`src/slc_cfg.svh`:
```
// slc_cfg.svh: command codes, field positions, reset values and timing counts
// for the slope-compensation phase register bank.
// assumes: included by bare name from the design, checker and bench modules.
`ifndef SLC_CFG_SVH
`define SLC_CFG_SVH

// ------------------------------------------------------------
// command codes of the management bus
// ------------------------------------------------------------
`define SLC_CMD_SLEW_4PH 8'hD4
`define SLC_CMD_LIMIT_4PH 8'hD5
`define SLC_CMD_SLEW_3PH 8'hD6
`define SLC_CMD_LIMIT_3PH 8'hD7
`define SLC_CMD_SLEW_2PH 8'hD8

// ------------------------------------------------------------
// field layout
// ------------------------------------------------------------
`define SLC_LIMIT_MSB 7
`define SLC_CUR_MSB 5
`define SLC_CUR_LSB 0
`define SLC_CAP_LSB 6
`define SLC_CAP_MSB_WIDE 9
`define SLC_CAP_MSB_4PH 8

// ------------------------------------------------------------
// reset values and timing
// ------------------------------------------------------------
`define SLC_RST_WORD 16'h0000
`define SLC_LIMIT_LSB_NS 5
`define SLC_CLK_PERIOD_NS 20

`endif

```
`src/slc_pkg.sv`:
```
// slc_pkg.sv: types shared by the register bank and its ramp timer.
// assumes: slc_cfg.svh is on the include path.
package slc_pkg;

    // ------------------------------------------------------------
    // register set selected by the active phase count
    // ------------------------------------------------------------
    typedef enum logic [3:0] {
        SLC_SET_NONE = 4'h1,
        SLC_SET_2PH = 4'h2,
        SLC_SET_3PH = 4'h4,
        SLC_SET_4PH = 4'h8
    } slc_set_e;

    // ------------------------------------------------------------
    // ramp timer states
    // ------------------------------------------------------------
    typedef enum logic [2:0] {
        SLC_RAMP_IDLE = 3'h1,
        SLC_RAMP_RUN = 3'h2,
        SLC_RAMP_HOLD = 3'h4
    } slc_ramp_e;

    typedef logic [5:0] slc_cycles_t;

endpackage : slc_pkg

```
`src/slc_ramp_if.sv`:
```
// slc_ramp_if.sv: carrier between the register bank and the ramp timer.
// assumes: both ends run on the same clock.
`timescale 1ns/1ps
`default_nettype none
interface slc_ramp_if;
    logic start;
    logic abort;
    logic limit_en;
    slc_pkg::slc_cycles_t limit_cycles;
    logic source_on;
    logic hold;

    modport bank (output start, output abort, output limit_en, output limit_cycles,
                  input source_on, input hold);
    modport timer (input start, input abort, input limit_en, input limit_cycles,
                   output source_on, output hold);
endinterface : slc_ramp_if
`default_nettype wire

```
`src/slc_phase_regs.sv`:
```
// slc_phase_regs.sv: slope-compensation ramp registers per active phase count.
// assumes: the bus engine outside decodes a command and hands over one word with
// a one-cycle write or read strobe; phase count and ramp pulses come from the pwm core.
`timescale 1ns/1ps
`default_nettype none
`include "slc_cfg.svh"
//
// Operation
// - 4-phase ramp time limit: low byte, 5 ns per count.
// - limit expiry stops ramp current source and holds ramp voltage.
// - separate 3-phase ramp time limit: low byte, 5 ns per count.
// - time limit registers: bits 15:8 ignore writes and read zero.
// - 3-phase slew: capacitor code bits 9:6, current code bits 5:0.
// - 2-phase slew: separate register, same capacitor and current fields.
// - slew registers: bits 15:10 ignore writes and read zero.
// - 4-phase slew: capacitor code bits 8:6, current code bits 5:0.
module slc_phase_regs (
    input wire logic clk_in,
    input wire logic srst_in,
    input wire logic [7:0] cmd_code_in,
    input wire logic wr_en_in,
    input wire logic [15:0] wr_data_in,
    input wire logic rd_en_in,
    output logic [15:0] rd_data_out,
    output logic rd_valid_out,
    input wire logic [2:0] phase_count_in,
    input wire logic ramp_start_in,
    input wire logic ramp_reset_in,
    output logic [3:0] cap_code_out,
    output logic [5:0] cur_code_out,
    output logic set_valid_out,
    output logic ramp_source_on_out,
    output logic ramp_hold_out
);

    // ------------------------------------------------------------
    // helpers
    // ------------------------------------------------------------
    // a longest time rounds down to whole cycles, never below one
    function automatic slc_pkg::slc_cycles_t limit_to_cycles(input logic [7:0] cnt);
        logic [15:0] ns;
        logic [15:0] cyc;
        ns = 16'(cnt) * 16'(`SLC_LIMIT_LSB_NS);
        cyc = ns / 16'(`SLC_CLK_PERIOD_NS);
        if (cyc == 16'h0000) begin
            cyc = 16'h0001;
        end
        return cyc[5:0];
    endfunction : limit_to_cycles

    // keeps only the implemented slew bits of a written word
    function automatic logic [9:0] slew_fields(input logic [15:0] w, input logic narrow);
        logic [9:0] f;
        f = w[`SLC_CAP_MSB_WIDE:`SLC_CUR_LSB];
        if (narrow) begin
            f[`SLC_CAP_MSB_WIDE] = 1'b0;
        end
        return f;
    endfunction : slew_fields

    // ------------------------------------------------------------
    // register storage: unimplemented bits are never stored, so they read zero
    // ------------------------------------------------------------
    logic [7:0] limit_4ph_r, limit_4ph_nxt;
    logic [7:0] limit_3ph_r, limit_3ph_nxt;
    logic [8:0] slew_4ph_r, slew_4ph_nxt;
    logic [9:0] slew_3ph_r, slew_3ph_nxt;
    logic [9:0] slew_2ph_r, slew_2ph_nxt;
    logic [15:0] rd_data_nxt;
    logic rd_valid_nxt;

    always_comb begin
        limit_4ph_nxt = limit_4ph_r;
        limit_3ph_nxt = limit_3ph_r;
        slew_4ph_nxt = slew_4ph_r;
        slew_3ph_nxt = slew_3ph_r;
        slew_2ph_nxt = slew_2ph_r;
        if (wr_en_in) begin
            case (cmd_code_in)
                `SLC_CMD_LIMIT_4PH: limit_4ph_nxt = wr_data_in[`SLC_LIMIT_MSB:0];
                `SLC_CMD_LIMIT_3PH: limit_3ph_nxt = wr_data_in[`SLC_LIMIT_MSB:0];
                `SLC_CMD_SLEW_4PH: slew_4ph_nxt = 9'(slew_fields(wr_data_in, 1'b1));
                `SLC_CMD_SLEW_3PH: slew_3ph_nxt = slew_fields(wr_data_in, 1'b0);
                `SLC_CMD_SLEW_2PH: slew_2ph_nxt = slew_fields(wr_data_in, 1'b0);
                default: limit_4ph_nxt = limit_4ph_r; // other codes belong to other blocks
            endcase
        end
    end

    // ------------------------------------------------------------
    // read path: one cycle after the strobe; unknown codes answer zero
    // ------------------------------------------------------------
    always_comb begin
        rd_valid_nxt = rd_en_in;
        rd_data_nxt = 16'h0000;
        if (rd_en_in) begin
            case (cmd_code_in)
                `SLC_CMD_LIMIT_4PH: rd_data_nxt = {8'h00, limit_4ph_r};
                `SLC_CMD_LIMIT_3PH: rd_data_nxt = {8'h00, limit_3ph_r};
                `SLC_CMD_SLEW_4PH: rd_data_nxt = {7'h00, slew_4ph_r};
                `SLC_CMD_SLEW_3PH: rd_data_nxt = {6'h00, slew_3ph_r};
                `SLC_CMD_SLEW_2PH: rd_data_nxt = {6'h00, slew_2ph_r};
                default: rd_data_nxt = 16'h0000;
            endcase
        end
    end

    always_ff @(posedge clk_in) begin
        if (srst_in) begin
            limit_4ph_r <= 8'(`SLC_RST_WORD);
            limit_3ph_r <= 8'(`SLC_RST_WORD);
            slew_4ph_r <= 9'(`SLC_RST_WORD);
            slew_3ph_r <= 10'(`SLC_RST_WORD);
            slew_2ph_r <= 10'(`SLC_RST_WORD);
            rd_data_out <= 16'h0000;
            rd_valid_out <= 1'b0;
        end else begin
            limit_4ph_r <= limit_4ph_nxt;
            limit_3ph_r <= limit_3ph_nxt;
            slew_4ph_r <= slew_4ph_nxt;
            slew_3ph_r <= slew_3ph_nxt;
            slew_2ph_r <= slew_2ph_nxt;
            rd_data_out <= rd_data_nxt;
            rd_valid_out <= rd_valid_nxt;
        end
    end

    // ------------------------------------------------------------
    // set selection by active phase count
    // ------------------------------------------------------------
    slc_pkg::slc_set_e set_r, set_nxt;
    logic [3:0] cap_nxt;
    logic [5:0] cur_nxt;
    logic limit_en_nxt;
    logic limit_en_r;
    slc_pkg::slc_cycles_t limit_cyc_nxt, limit_cyc_r;
    logic set_change;

    always_comb begin
        case (phase_count_in)
            3'h4: set_nxt = slc_pkg::SLC_SET_4PH;
            3'h3: set_nxt = slc_pkg::SLC_SET_3PH;
            3'h2: set_nxt = slc_pkg::SLC_SET_2PH;
            default: set_nxt = slc_pkg::SLC_SET_NONE;
        endcase
        set_change = (set_nxt != set_r);
        cap_nxt = 4'h0;
        cur_nxt = 6'h00;
        limit_en_nxt = 1'b0;
        limit_cyc_nxt = 6'h01;
        case (set_nxt)
            slc_pkg::SLC_SET_4PH: begin
                cap_nxt = {1'b0, slew_4ph_r[`SLC_CAP_MSB_4PH:`SLC_CAP_LSB]};
                cur_nxt = slew_4ph_r[`SLC_CUR_MSB:`SLC_CUR_LSB];
                limit_en_nxt = 1'b1;
                limit_cyc_nxt = limit_to_cycles(limit_4ph_r);
            end
            slc_pkg::SLC_SET_3PH: begin
                cap_nxt = slew_3ph_r[`SLC_CAP_MSB_WIDE:`SLC_CAP_LSB];
                cur_nxt = slew_3ph_r[`SLC_CUR_MSB:`SLC_CUR_LSB];
                limit_en_nxt = 1'b1;
                limit_cyc_nxt = limit_to_cycles(limit_3ph_r);
            end
            slc_pkg::SLC_SET_2PH: begin
                // the 2-phase time limit lives outside this bank, so the ramp is not cut short
                cap_nxt = slew_2ph_r[`SLC_CAP_MSB_WIDE:`SLC_CAP_LSB];
                cur_nxt = slew_2ph_r[`SLC_CUR_MSB:`SLC_CUR_LSB];
            end
            default: begin
                cap_nxt = 4'h0;
                cur_nxt = 6'h00;
            end
        endcase
    end

    always_ff @(posedge clk_in) begin
        if (srst_in) begin
            set_r <= slc_pkg::SLC_SET_NONE;
            cap_code_out <= 4'h0;
            cur_code_out <= 6'h00;
            set_valid_out <= 1'b0;
            limit_en_r <= 1'b0;
            limit_cyc_r <= 6'h01;
        end else begin
            set_r <= set_nxt;
            cap_code_out <= cap_nxt;
            cur_code_out <= cur_nxt;
            set_valid_out <= (set_nxt != slc_pkg::SLC_SET_NONE);
            limit_en_r <= limit_en_nxt;
            limit_cyc_r <= limit_cyc_nxt;
        end
    end

    // ------------------------------------------------------------
    // ramp timer: a set change aborts the running ramp so no stale limit applies
    // ------------------------------------------------------------
    slc_ramp_if rif ();

    assign rif.start = ramp_start_in && (set_r != slc_pkg::SLC_SET_NONE);
    assign rif.abort = ramp_reset_in || set_change;
    assign rif.limit_en = limit_en_r;
    assign rif.limit_cycles = limit_cyc_r;

    slc_ramp_timer u_timer (
        .clk_in(clk_in),
        .srst_in(srst_in),
        .rif(rif.timer)
    );

    // timer state registers reach the pins through one more register, to match the set outputs
    always_ff @(posedge clk_in) begin
        if (srst_in) begin
            ramp_source_on_out <= 1'b0;
            ramp_hold_out <= 1'b0;
        end else begin
            ramp_source_on_out <= rif.source_on;
            ramp_hold_out <= rif.hold;
        end
    end

endmodule : slc_phase_regs
`default_nettype wire

```
`src/slc_ramp_timer.sv`:
```
// slc_ramp_timer.sv: times one slope-compensation ramp and holds it at the limit.
// assumes: start and abort are one-cycle pulses on the common clock.
`timescale 1ns/1ps
`default_nettype none
`include "slc_cfg.svh"
module slc_ramp_timer (
    input wire logic clk_in,
    input wire logic srst_in,
    slc_ramp_if.timer rif
);

    slc_pkg::slc_ramp_e state_r;
    slc_pkg::slc_ramp_e state_nxt;
    slc_pkg::slc_cycles_t cnt_r;
    slc_pkg::slc_cycles_t cnt_nxt;
    logic expire;

    // ------------------------------------------------------------
    // next state: abort beats start so a phase change never leaves a stale ramp
    // ------------------------------------------------------------
    always_comb begin
        state_nxt = state_r;
        cnt_nxt = cnt_r;
        expire = rif.limit_en && ((cnt_r + 6'h01) >= rif.limit_cycles);
        if (rif.abort) begin
            state_nxt = slc_pkg::SLC_RAMP_IDLE;
            cnt_nxt = 6'h00;
        end else begin
            case (state_r)
                slc_pkg::SLC_RAMP_IDLE: begin
                    if (rif.start) begin
                        state_nxt = slc_pkg::SLC_RAMP_RUN;
                        cnt_nxt = 6'h00;
                    end
                end
                slc_pkg::SLC_RAMP_RUN: begin
                    if (expire) begin
                        state_nxt = slc_pkg::SLC_RAMP_HOLD;
                    end else if (cnt_r != 6'h3F) begin
                        cnt_nxt = cnt_r + 6'h01;
                    end
                end
                slc_pkg::SLC_RAMP_HOLD: begin
                    state_nxt = slc_pkg::SLC_RAMP_HOLD; // held until the cycle resets
                end
                default: begin
                    state_nxt = slc_pkg::SLC_RAMP_IDLE;
                    cnt_nxt = 6'h00;
                end
            endcase
        end
    end

    // ------------------------------------------------------------
    // state registers
    // ------------------------------------------------------------
    always_ff @(posedge clk_in) begin
        if (srst_in) begin
            state_r <= slc_pkg::SLC_RAMP_IDLE;
            cnt_r <= 6'h00;
        end else begin
            state_r <= state_nxt;
            cnt_r <= cnt_nxt;
        end
    end

    // source stops and the voltage is held once the limit has run out
    assign rif.source_on = (state_r == slc_pkg::SLC_RAMP_RUN);
    assign rif.hold = (state_r == slc_pkg::SLC_RAMP_HOLD);

endmodule : slc_ramp_timer
`default_nettype wire

```
`config.mk`:
```
export PLATFORM = sky130hd
export DESIGN_NAME = slc_phase_regs
export DESIGN_NICKNAME = d
export VERILOG_FILES = /design/src/slc_pkg.sv /design/src/slc_ramp_if.sv /design/src/slc_phase_regs.sv /design/src/slc_ramp_timer.sv
export VERILOG_INCLUDE_DIRS = /design/src
export SDC_FILE = /design/constraint.sdc
export NUM_CORES = 1
export LEC_CHECK = 0
export ABC_CLOCK_PERIOD_IN_PS = 4300
export CAP_MARGIN = 40
export CORE_ASPECT_RATIO = 0.7
export CORE_MARGIN = 3
export CORE_UTILIZATION = 45
export CTS_BUF_LIST = sky130_fd_sc_hd__clkbuf_2 sky130_fd_sc_hd__clkbuf_4 sky130_fd_sc_hd__clkbuf_8
export CTS_CLUSTER_DIAMETER = 50
export CTS_CLUSTER_SIZE = 14
export DETAILED_ROUTE_END_ITERATION = 10
export DONT_BUFFER_PORTS = 1
export RECOVER_POWER = 100
export SYNTH_ARGS = -nofsm -noshare
export SYNTH_HDL_FRONTEND = slang
export SYNTH_SLANG_ARGS = --single-unit
```
`constraint.sdc`:
```
create_clock -name clk_in -period 4.3 [get_ports clk_in]
set_input_delay 0.86 -clock clk_in [delete_from_list [all_inputs] [get_ports clk_in]]
set_output_delay 0.86 -clock clk_in [all_outputs]
set_load 0.005 [all_outputs]
```
==> results of run 1 <==
[cells in the mapped netlist (all sizes together), types with 4 or more instances]
cell type | instances | area, sq um
nor3 | 26 | 140
inv | 26 | 97.6
a2111oi | 5 | 68.8
ha | 31 | 388
dfxtp | 89 | 1780
o31ai | 4 | 30.0
a211oi | 12 | 95.1
a21o | 16 | 121
a211o | 4 | 36.3
nor3b | 4 | 30.0
o221ai | 5 | 43.8
nand2 | 69 | 259
a22oi | 8 | 60.1
o21a | 5 | 38.8
a222oi | 8 | 80.1
or2 | 4 | 25.0
xnor2 | 9 | 86.3
o21ai | 39 | 199
o22ai | 4 | 25.0
a21boi | 4 | 45.1
and3 | 5 | 32.5
buf | 19 | 113
nor2 | 111 | 424
xor2 | 6 | 52.6
nand2b | 7 | 43.8
clkbuf | 35 | 131
mux2i | 49 | 490
a21oi | 73 | 380
nor4 | 6 | 50.0
and2 | 10 | 63.8
o211ai | 4 | 30.0
nor2b | 7 | 43.8
nand3 | 41 | 210
[where the power goes]
part           switching [W]  internal [W]
logic              0.0000245     0.0000161
registers         0.00000283      0.000827
clock network       0.000325      0.000452
total               0.000352       0.00130
[through the flow]
| stage | hold slack (ps) | instance area, sq um | TNS [ps] |
|---|---|---|---|
| floorplan | 444 | 6300 | 0 |
| global placement | 454 | 6500 | 0 |
| detailed placement | 462 | 6500 | 0 |
| CTS | 476 | 6770 | 0 |
| global route | 487 | 6880 | -45.6 |
| finish | 483 | 6880 | 0 |
[cell families (layout without fill, tap and decap cells)]
kind of cell	after synthesis	after routing	synth area share [%]
buf+inv	82	70	5.64
fa+ha+maj	35	35	7.15
other cells	1	6	0.0597
simple gates	305	305	22.8
compound gates	229	229	25.9
mux	49	49	7.81
flops	89	89	28.4
xor+xnor	15	15	2.21
[flip-flops by register name, indices dropped and copies added, names as in the netlist, 4 cells and up]
name / flops
cur_code_out: 6
slew_4ph_r: 9
limit_4ph_r: 8
u_timer.cnt_r: 6
limit_cyc_r: 6
limit_3ph_r: 8
set_r: 4
cap_code_out: 4
slew_2ph_r: 10
slew_3ph_r: 10
rd_data_out: 10
[final timing paths]
| check | endpoint | slack, ps |
|---|---|---|
| max reg2reg | limit_cyc_r[0] | 180 |
| min | slew_2ph_r[9] | 480 |
| max | limit_cyc_r[0] | 180 |
| min reg2reg | slew_2ph_r[9] | 480 |
[final cells by class]
class / instances / area [sq um] / share of cell area [%]
sequential: 89 / 1780 / 25.9
multi-input combinational: 639 / 4290 / 62.4
tap: 185 / 231 / 3.37
clock buffer: 9 / 124 / 1.80
inverter: 27 / 101 / 1.47
clock inverter: 7 / 149 / 2.17
timing repair buffer: 27 / 199 / 2.89
[what timing repair did]
action | CTS | global route
hold buffers | 0 | 0
hold endpoints to repair | 0 | 0
endpoints found under the setup margin | 0 | 2
setup buffers | 0 | 0
gates resized for setup | 0 | 27
[critical path, delay by kind of cell, from the launching register on]
family / cells / cell delay, ps
AOI/OAI and AO/OA: 6 / 1320
and+or+nand+nor: 6 / 1270
adders and majority gates: 3 / 880
DFF: 1 / 360
buffers and inverters: 2 / 220
[per-layer routing]
layer | track usage, % | up-vias | routed length [microns]
met5 | 0 | - | 0
met4 | 3.79 | 0 | 83
met3 | 4.72 | 9 | 1380
met2 | 32.0 | 261 | 7610
met1 | 34.0 | 2885 | 8520
li1 | - | 2893 | -
==> results.ini, run 1 <==
[timing]
drv_slew = 16
setup_viol = 0
worst_pin_slew_ps = 2340
timing.final.ws_setup_ps = 183
post-route-period-util_pct = 95.8
max_freq_ghz = 0.243
hold_viol = 0
finClkSkew_ps = 6.24
maxSlewHeadroom_pct = -58.2
fin_crit_ps = 4120

[worst_hold_path]
worstHoldStart = slew_2ph_r[9]
min_path_cells = 2
min-delay-path-class = reg -> reg

[final_layout]
layout.nets = 859
drive_above_1_share_pct = 11.2
syn_to_final_growth_pct = 9.48
stdcell_count = 983
diodes = 0
n_fill_cell = 1307
final_core_util_pct = 51.3
layout_commonest_cell = nor2_1
most-common-layout-cells = nor2_1 (108), dfxtp_1 (88), nand2_1 (68), a21oi_1 (67), mux2i_1 (48)

[route]
dr.pass1.iters = 8
ant_nets = 0
postRouteWirelength_microns = 17600
viasPerCell = 6.15
vias = 6048
drtIter0Drc = 658
route.detailed.wl_per_inst_microns = 17.9
drcViolationCount = 0

[global_routing]
antenna_found_initial = 0
grt_max_degree = 64
grt_pass1_wl_microns = 28600
grt_pass1_vias = 5585
overflow = 0
grt.total_usage_pct = 22.1

[logic_synthesis]
syn-instance-count = 805
yosys.cell_types.count = 96
yosysSeqAreaShare_pct = 28.4
synthFlopType = dfxtp_1
synthArstFlopShare_pct = 0
synth-edff-count = 0
ys_ff_latch = 89
ys_warn_count = 0
netlist_area_sq_um = 6280
syn_avg_cell_area_sq_um = 7.80

[critical_path]
path_cells = ha_1 > ha_2 > inv_1 > fa_1 > nand2b_4 > a21o_4 > and4_1 > nor4_4 > and3_4 > nor2_4 > a22o_1 > a211oi_1 > o221ai_1 > a21oi_1 > a2111oi_4 > buf_4 > nor3_2
startpoint = limit_3ph_r[3]
required_ps = 4590
start_kind = flip-flop
cpMaxStageDelayCell = fa_1
rr_worst_depth = 17
critPathMaxFanout = 7
end_kind = flip-flop
path_class = reg -> reg
cp_data_arrival_time_ps = 4410
cpPeakStageDelay_ps = 380
r2r-start = limit_3ph_r[3]

[die]
die_area_sq_um = 15400
num_io_pins = 63
start_util_pct = 46.9
rows = 35
core_area_sq_um = 13400
die-width_microns = 147
die_y_microns = 105

[run_status]
violations = max-capacitance violations, max-slew violations
run_status = finished, violations left

[placed_design]
place.gp.congestion = 0.939
dp.cells = 967
portBuffers = 0
hpwl_microns = 12900
dp_slack_ps = 86.5

[clock_network]
numCtsBuffers = 9
clockBufferDepth = 2
path_clk_slew_ps = 90
cts_tree = done
htree_levels = 3
clock_latency_ps = 360
root_buffer = clkbuf_8
cts.sinks = 89

[run]
cap_viol_max_count = 1

[power_and_ir_drop]
power_density_nw_per_um2 = 240
ir_drop_uv = 183
p_total_w = 0.00165
leakagePower_nw = 2.77

Power figures use the tool's default switching activity.
==> run 2: changes to the inputs <==
Settings changed: ABC_CLOCK_PERIOD_IN_PS 4300 to 4600, CTS_BUF_LIST sky130_fd_sc_hd__clkbuf_2 sky130_fd_sc_hd__clkbuf_4 sky130_fd_sc_hd__clkbuf_8 to sky130_fd_sc_hd__clkbuf_4.
Clock period 4.3 ns to 4.6 ns, I/O delays scaled along.
==> run 2 against run 1 <==
  * The run now ends clean
  * Non-clock buffer count shrank 15
  * Clock power shrank 43%
  * Sequential share of layout area grew 1.3 points
  * Critical endpoint is now limit_cyc_r[1]
  * First-iteration DRC count up 0.91%
  * Largest power group unchanged
  * Design area is 4.9% lower
  * Routed wire length down 1.9%
  * Flip-flop and latch count stayed put
  * Combinational power down 7.7%
  * Register-to-register slack about the same
  * Setup slack got worse by 7.1 ps
  * Via count decreased by 0.17%
==> results.ini, run 2 (same netlist as run 1, synthesis figures left out) <==
[clock_network]
clockBufferDepth = 2  ; unchanged
cts_tree = done
htree_levels = 3  ; unchanged
root_buffer = clkbuf_4
path_clk_slew_ps = 160  ; +70 ps
clock_latency_ps = 470  ; +110 ps
numCtsBuffers = 9  ; unchanged
cts.sinks = 89  ; unchanged

[placed_design]
dp.cells = 952  ; -1.6%
place.gp.congestion = 0.955  ; +1.7%
hpwl_microns = 12600  ; -2.5%
portBuffers = 0  ; unchanged
dpl_cell_area_sq_um = 6380  ; -1.7%

[route]
met3WireLength_microns = 1530  ; +11%
postRouteWirelength_microns = 17200  ; -1.9%
drtIter0Drc = 664  ; +0.91%
dr.pass1.iters = 5  ; -3
vias = 6038  ; -0.17%
ant_nets = 0  ; unchanged
met2WireLength_microns = 7220  ; -5.0%
route.detailed.wl_per_inst_microns = 17.8  ; -0.43%
viasPerCell = 6.24  ; +1.4%
highest-signal-layer = met4
wl_met1_microns = 8350  ; -1.9%
drcViolationCount = 0  ; unchanged

[run_status]
run_status = completed

[critical_path]
path_class = reg -> reg
end_kind = flip-flop
required_ps = 4930  ; +340 ps
cp_data_arrival_time_ps = 4750  ; +340 ps
start_kind = flip-flop
critPathMaxFanout = 9  ; +2

[die]
rows = 35  ; unchanged
core_area_sq_um = 13400  ; unchanged
die_area_sq_um = 15400  ; unchanged
num_io_pins = 63  ; unchanged
start_util_pct = 46.9  ; unchanged
die-width_microns = 147  ; unchanged
die_y_microns = 105  ; unchanged

[global_routing]
grt.total_usage_pct = 21.7  ; -0.46 points
grt_pass1_vias = 5479  ; -1.9%
overflow = 0  ; unchanged
antenna_found_initial = 0  ; unchanged
grt_max_degree = 64  ; unchanged
grt_pass1_wl_microns = 28000  ; -1.9%

[timing]
drv_slew = 0  ; -16
worst_pin_slew_ps = 1450  ; -889 ps
maxSlewHeadroom_pct = 2.24  ; +60 points
max_freq_ghz = 0.226  ; -6.9%
fin_crit_ps = 4420  ; +307 ps
setup_viol = 0  ; unchanged
post-route-period-util_pct = 96.2  ; +0.43 points
finClkSkew_ps = 18.7  ; +12.4 ps
setup_tns_ps = 0  ; unchanged
rsz0062_at_grt = false
hold_viol = 0  ; unchanged
holdWs_ps = 483  ; +0.0990 ps

[final_layout]
diodes = 0  ; unchanged
stdcell_count = 968  ; -1.5%
syn_to_final_growth_pct = 4.06
reg_top3 = rd_data_out: 10 flops, slew_2ph_r: 10 flops, slew_3ph_r: 10 flops
layout_commonest_cell = nor2_1
most-common-layout-cells = nor2_1 (110), dfxtp_1 (89), nand2_1 (69), a21oi_1 (69), mux2i_1 (49)
layout.nets = 844  ; -1.7%
fin_area_sq_um = 6540  ; -4.9%
drive_above_1_share_pct = 7.66  ; -3.5 points

[worst_hold_path]
min-delay-path-class = reg -> reg

[power_and_ir_drop]
power_density_nw_per_um2 = 192  ; -20%
ir_drop_uv = 120  ; -35%
leakagePower_nw = 2.62  ; -5.3%

[run]
cap_viol_max_count = 0  ; -1

## run 2: cell count changes in the layout (fill, tap and decap cells not counted), sizes merged
cell,previous run,this run
buf,26,10
bufinv,4,0
clkinv,2,5
clkbuf,10,11
inv,28,29
## run 2: worst max-delay path, cell delays in order (launching register included)
cell and delay (ps):
dfxtp_1 380, ha_1 290, ha_1 200, inv_1 70, fa_1 430, nand2b_1 220, a21o_2 300, mux2i_1 150
nor4_2 340, and3_1 360, nor2_4 100, a22oi_1 320, o221a_4 280, maj3_1 160, nor2_1 40, a311oi_1 520
o32ai_1 140
## run 2: power breakdown
| part | internal (W) | switching, W |
|---|---|---|
| Combinational | 0.0000146 | 0.0000228 |
| Sequential | 0.000775 | 0.00000264 |
| Clock | 0.000128 | 0.000312 |
| Total | 0.000918 | 0.000337 |
## run 2: timing repair
item                       in CTS  in global routing
resized for setup               0                  7
hold buffers                    0                  0
setup endpoints to repair       0                  1
setup buffers                   0                  0
## run 2: cell type report
type	instances	area (sq um)
Clock buffer	9	67.6
Clock inverter	7	73.8
Fill cell	1305	6860
Inverter	27	101
Multi-Input combinational cell	639	4200
Sequential cell	89	1780
Tap cell	185	231
Timing Repair Buffer	12	82.6
## run 2: metal layers
metal  global-route usage (%)  vias up
met4                     3.86        0
met3                     4.59       18
met5                        0        -
met1                     33.4     2848
li1                         -     2868
met2                     31.2      304
## run 2: final timing paths
| check | start | endpoint | slack, ps | depth (start not counted) |
|---|---|---|---|---|
| hold / removal | slew_2ph_r[3] | slew_2ph_r[3] | 480 | 2 |
| hold reg to reg | slew_2ph_r[3] | slew_2ph_r[3] | 480 | 2 |
| setup / recovery | limit_3ph_r[3] | limit_cyc_r[1] | 180 | 16 |
| setup reg to reg | limit_3ph_r[3] | limit_cyc_r[1] | 180 | 16 |
## run 2: metrics by stage
stage | util (%) | total power (W) | setup slack (ps)
3_5_place_dp | 47.6 | 0.000831 | 206
2_1_floorplan | - | 0.000841 | 781
4_1_cts | 48.7 | 0.00127 | 167
5_1_grt | 48.8 | 0.00130 | 9.82
6_report | 48.8 | 0.00125 | 176
3_3_place_gp | 47.6 | 0.000830 | 268
==> run 3: changes to the inputs <==
Settings changed: BUFFER_PORTS_ARGS from default to -buffer_cell sky130_fd_sc_hd__buf_2, DONT_BUFFER_PORTS 1 to default.
==> run 3 against run 2 <==
  * The flow now finishes with violations (max-capacitance violations, max-slew violations)
  * Total power up 9.6%
  * Clock power is 19% higher
  * Cell count is 5.4% higher
  * Setup slack better by 78 ps
  * Via count is 2.0% higher
  * Critical endpoint is now limit_cyc_r[0]
  * Largest power group unchanged
==> results.ini, run 3 (same netlist as run 1, synthesis figures left out) <==
[placed_design]
dp_slack_ps = 196  ; -10.2 ps
place.gp.congestion = 0.912  ; -4.5%
portBuffers = 50  ; +50
hpwl_microns = 13000  ; +3.0%

[die]
die-width_microns = 147  ; unchanged
rows = 35  ; unchanged
start_util_pct = 46.9  ; unchanged
die_y_microns = 105  ; unchanged
num_io_pins = 63  ; unchanged
core_area_sq_um = 13400  ; unchanged
die_area_sq_um = 15400  ; unchanged

[final_layout]
most-common-layout-cells = nor2_1 (110), dfxtp_1 (89), nand2_1 (69), a21oi_1 (69), mux2i_1 (49)
n_fill_cell = 1309  ; +0.31%
drive_above_1_share_pct = 11.4  ; +3.7 points
layout_commonest_cell = nor2_1
layout.nets = 896  ; +6.2%
syn_to_final_growth_pct = 8.35
diodes = 0  ; unchanged
final_core_util_pct = 50.8  ; +2.0 points
reg_top3 = rd_data_out: 10 flops, slew_2ph_r: 10 flops, slew_3ph_r: 10 flops

[timing]
drv_slew = 35  ; +35
max_freq_ghz = 0.230  ; +1.8%
fin_crit_ps = 4350  ; -78.3 ps
maxSlewHeadroom_pct = -2.77  ; -5.0 points
timing.final.ws_setup_ps = 254  ; +78.3 ps
holdWs_ps = 484  ; +0.630 ps
worst_pin_slew_ps = 1540  ; +90.5 ps
setup_tns_ps = 0  ; unchanged
hold_viol = 0  ; unchanged
finClkSkew_ps = 18.4  ; -0.291 ps
post-route-period-util_pct = 94.5  ; -1.7 points
setup_viol = 0  ; unchanged

[global_routing]
antenna_found_initial = 0  ; unchanged
grt_pass1_vias = 5560  ; +1.5%
grt_max_degree = 35  ; -45%
grt.total_usage_pct = 22.3  ; +0.59 points
overflow = 0  ; unchanged
grt_pass1_wl_microns = 28600  ; +1.9%

[critical_path]
regToRegEndpoint = limit_cyc_r[0]
path_class = reg -> reg
critPathMaxFanout = 9  ; unchanged
start_kind = flip-flop
rr_worst_depth = 16  ; unchanged
cp_data_arrival_time_ps = 4690  ; -60 ps
r2r_slack_ps = 250  ; +80 ps
required_ps = 4940  ; about the same
end_kind = flip-flop
r2r-start = limit_3ph_r[1]

[route]
drcViolationCount = 0  ; unchanged
route.detailed.wl_per_inst_microns = 17.2  ; -3.3%
ant_nets = 0  ; unchanged
dr.pass1.iters = 6  ; +1
drtIter0Drc = 547  ; -18%
viasPerCell = 6.04  ; -3.2%
vias = 6158  ; +2.0%
postRouteWirelength_microns = 17600  ; +1.9%

[clock_network]
cts.sinks = 89  ; unchanged
numCtsBuffers = 9  ; unchanged
root_buffer = clkbuf_4
htree_levels = 3  ; unchanged
post_cts_buffers = 0  ; unchanged
clockBufferDepth = 2  ; unchanged
cts_tree = done
clock_latency_ps = 440  ; -30 ps
path_clk_slew_ps = 160  ; about the same

[power_and_ir_drop]
p_total_w = 0.00138  ; +9.6%
power_density_nw_per_um2 = 202  ; +5.2%
leakagePower_nw = 2.80  ; +6.9%
ir_drop_uv = 186  ; +56%

[worst_hold_path]
worstHoldStart = slew_2ph_r[5]
min_path_cells = 2  ; unchanged
min-delay-path-class = reg -> reg
hold_path_end = slew_2ph_r[5]

[run]
cap_viol_max_count = 1  ; +1

[run_status]
violations = max-capacitance violations, max-slew violations
run_status = finished, violations left

-- run 3: cell count changes in the layout (fill, tap and decap cells not counted), sizes merged --
| cell | previous run | this run |
|---|---|---|
| buf | 10 | 45 |
| clkinv | 5 | 2 |
| clkbuf | 11 | 28 |
| bufinv | 0 | 2 |
| clkinvlp | 0 | 1 |
-- run 3: power by group --
| part | total (W) | internal (W) | switching, W |
|---|---|---|---|
| Sequential | 0.000777 | 0.000775 | 0.00000223 |
| Clock | 0.000523 | 0.000226 | 0.000297 |
| Combinational | 0.0000755 | 0.0000228 | 0.0000526 |
-- run 3: final cells by class --
class / instances / area (sq um) / share of cell area [%]
clock buffers: 9 / 67.6 / 0.993
repair buffers: 64 / 322 / 4.73
well taps: 185 / 231 / 3.40
clock inverters: 7 / 98.8 / 1.45
inverters: 27 / 101 / 1.49
multi-input cells: 639 / 4200 / 61.8
flip-flops and latches: 89 / 1780 / 26.2
-- run 3: worst max-delay path by stage --
stage / from / to / slack (ps) / cells past startpoint
after floorplan: limit_3ph_r[3] / limit_cyc_r[0] / 780 / 17
after global placement: limit_3ph_r[3] / limit_cyc_r[0] / 280 / 15
after detailed placement: limit_3ph_r[3] / limit_cyc_r[0] / 200 / 15
after CTS: limit_3ph_r[3] / limit_cyc_r[0] / 160 / 15
after global routing: limit_3ph_r[3] / limit_cyc_r[0] / -30 / 16
final: limit_3ph_r[1] / limit_cyc_r[0] / 250 / 16
-- run 3: per-layer routing --
layer / up-vias / track usage [%] / part of all wire, %
met5: - / 0 / 0
met3: 12 / 4.12 / 6.7
li1: 2977 / - / -
met4: 0 / 3.19 / 0.66
met1: 2912 / 34.5 / 50
met2: 257 / 32.7 / 42
-- run 3: repair_timing --
item | in CTS | in global routing
resized for setup | 0 | 5
endpoints found under the setup margin | 0 | 2
hold buffers | 0 | 0
-- run 3: worst max-delay path, cell delays in order (launching register included) --
cell and delay (ps):
dfxtp_1 370, ha_1 290, ha_1 190, inv_1 60, fa_1 430, nand2b_1 220
a21o_2 310, xnor2_4 190, o211ai_1 310, a21boi_4 120, or2_0 330, a31o_1 240
a211oi_1 270, a21oi_1 120, or2_0 300, a2111oi_4 390, nor3_2 100
-- run 3: through the flow --
step | instances | area, sq um
floorplan | 810 | 6300
global placement | 1003 | 6640
detailed placement | 1004 | 6650
CTS | 1020 | 6820
global route | 1020 | 6810
finish | 1020 | 6810
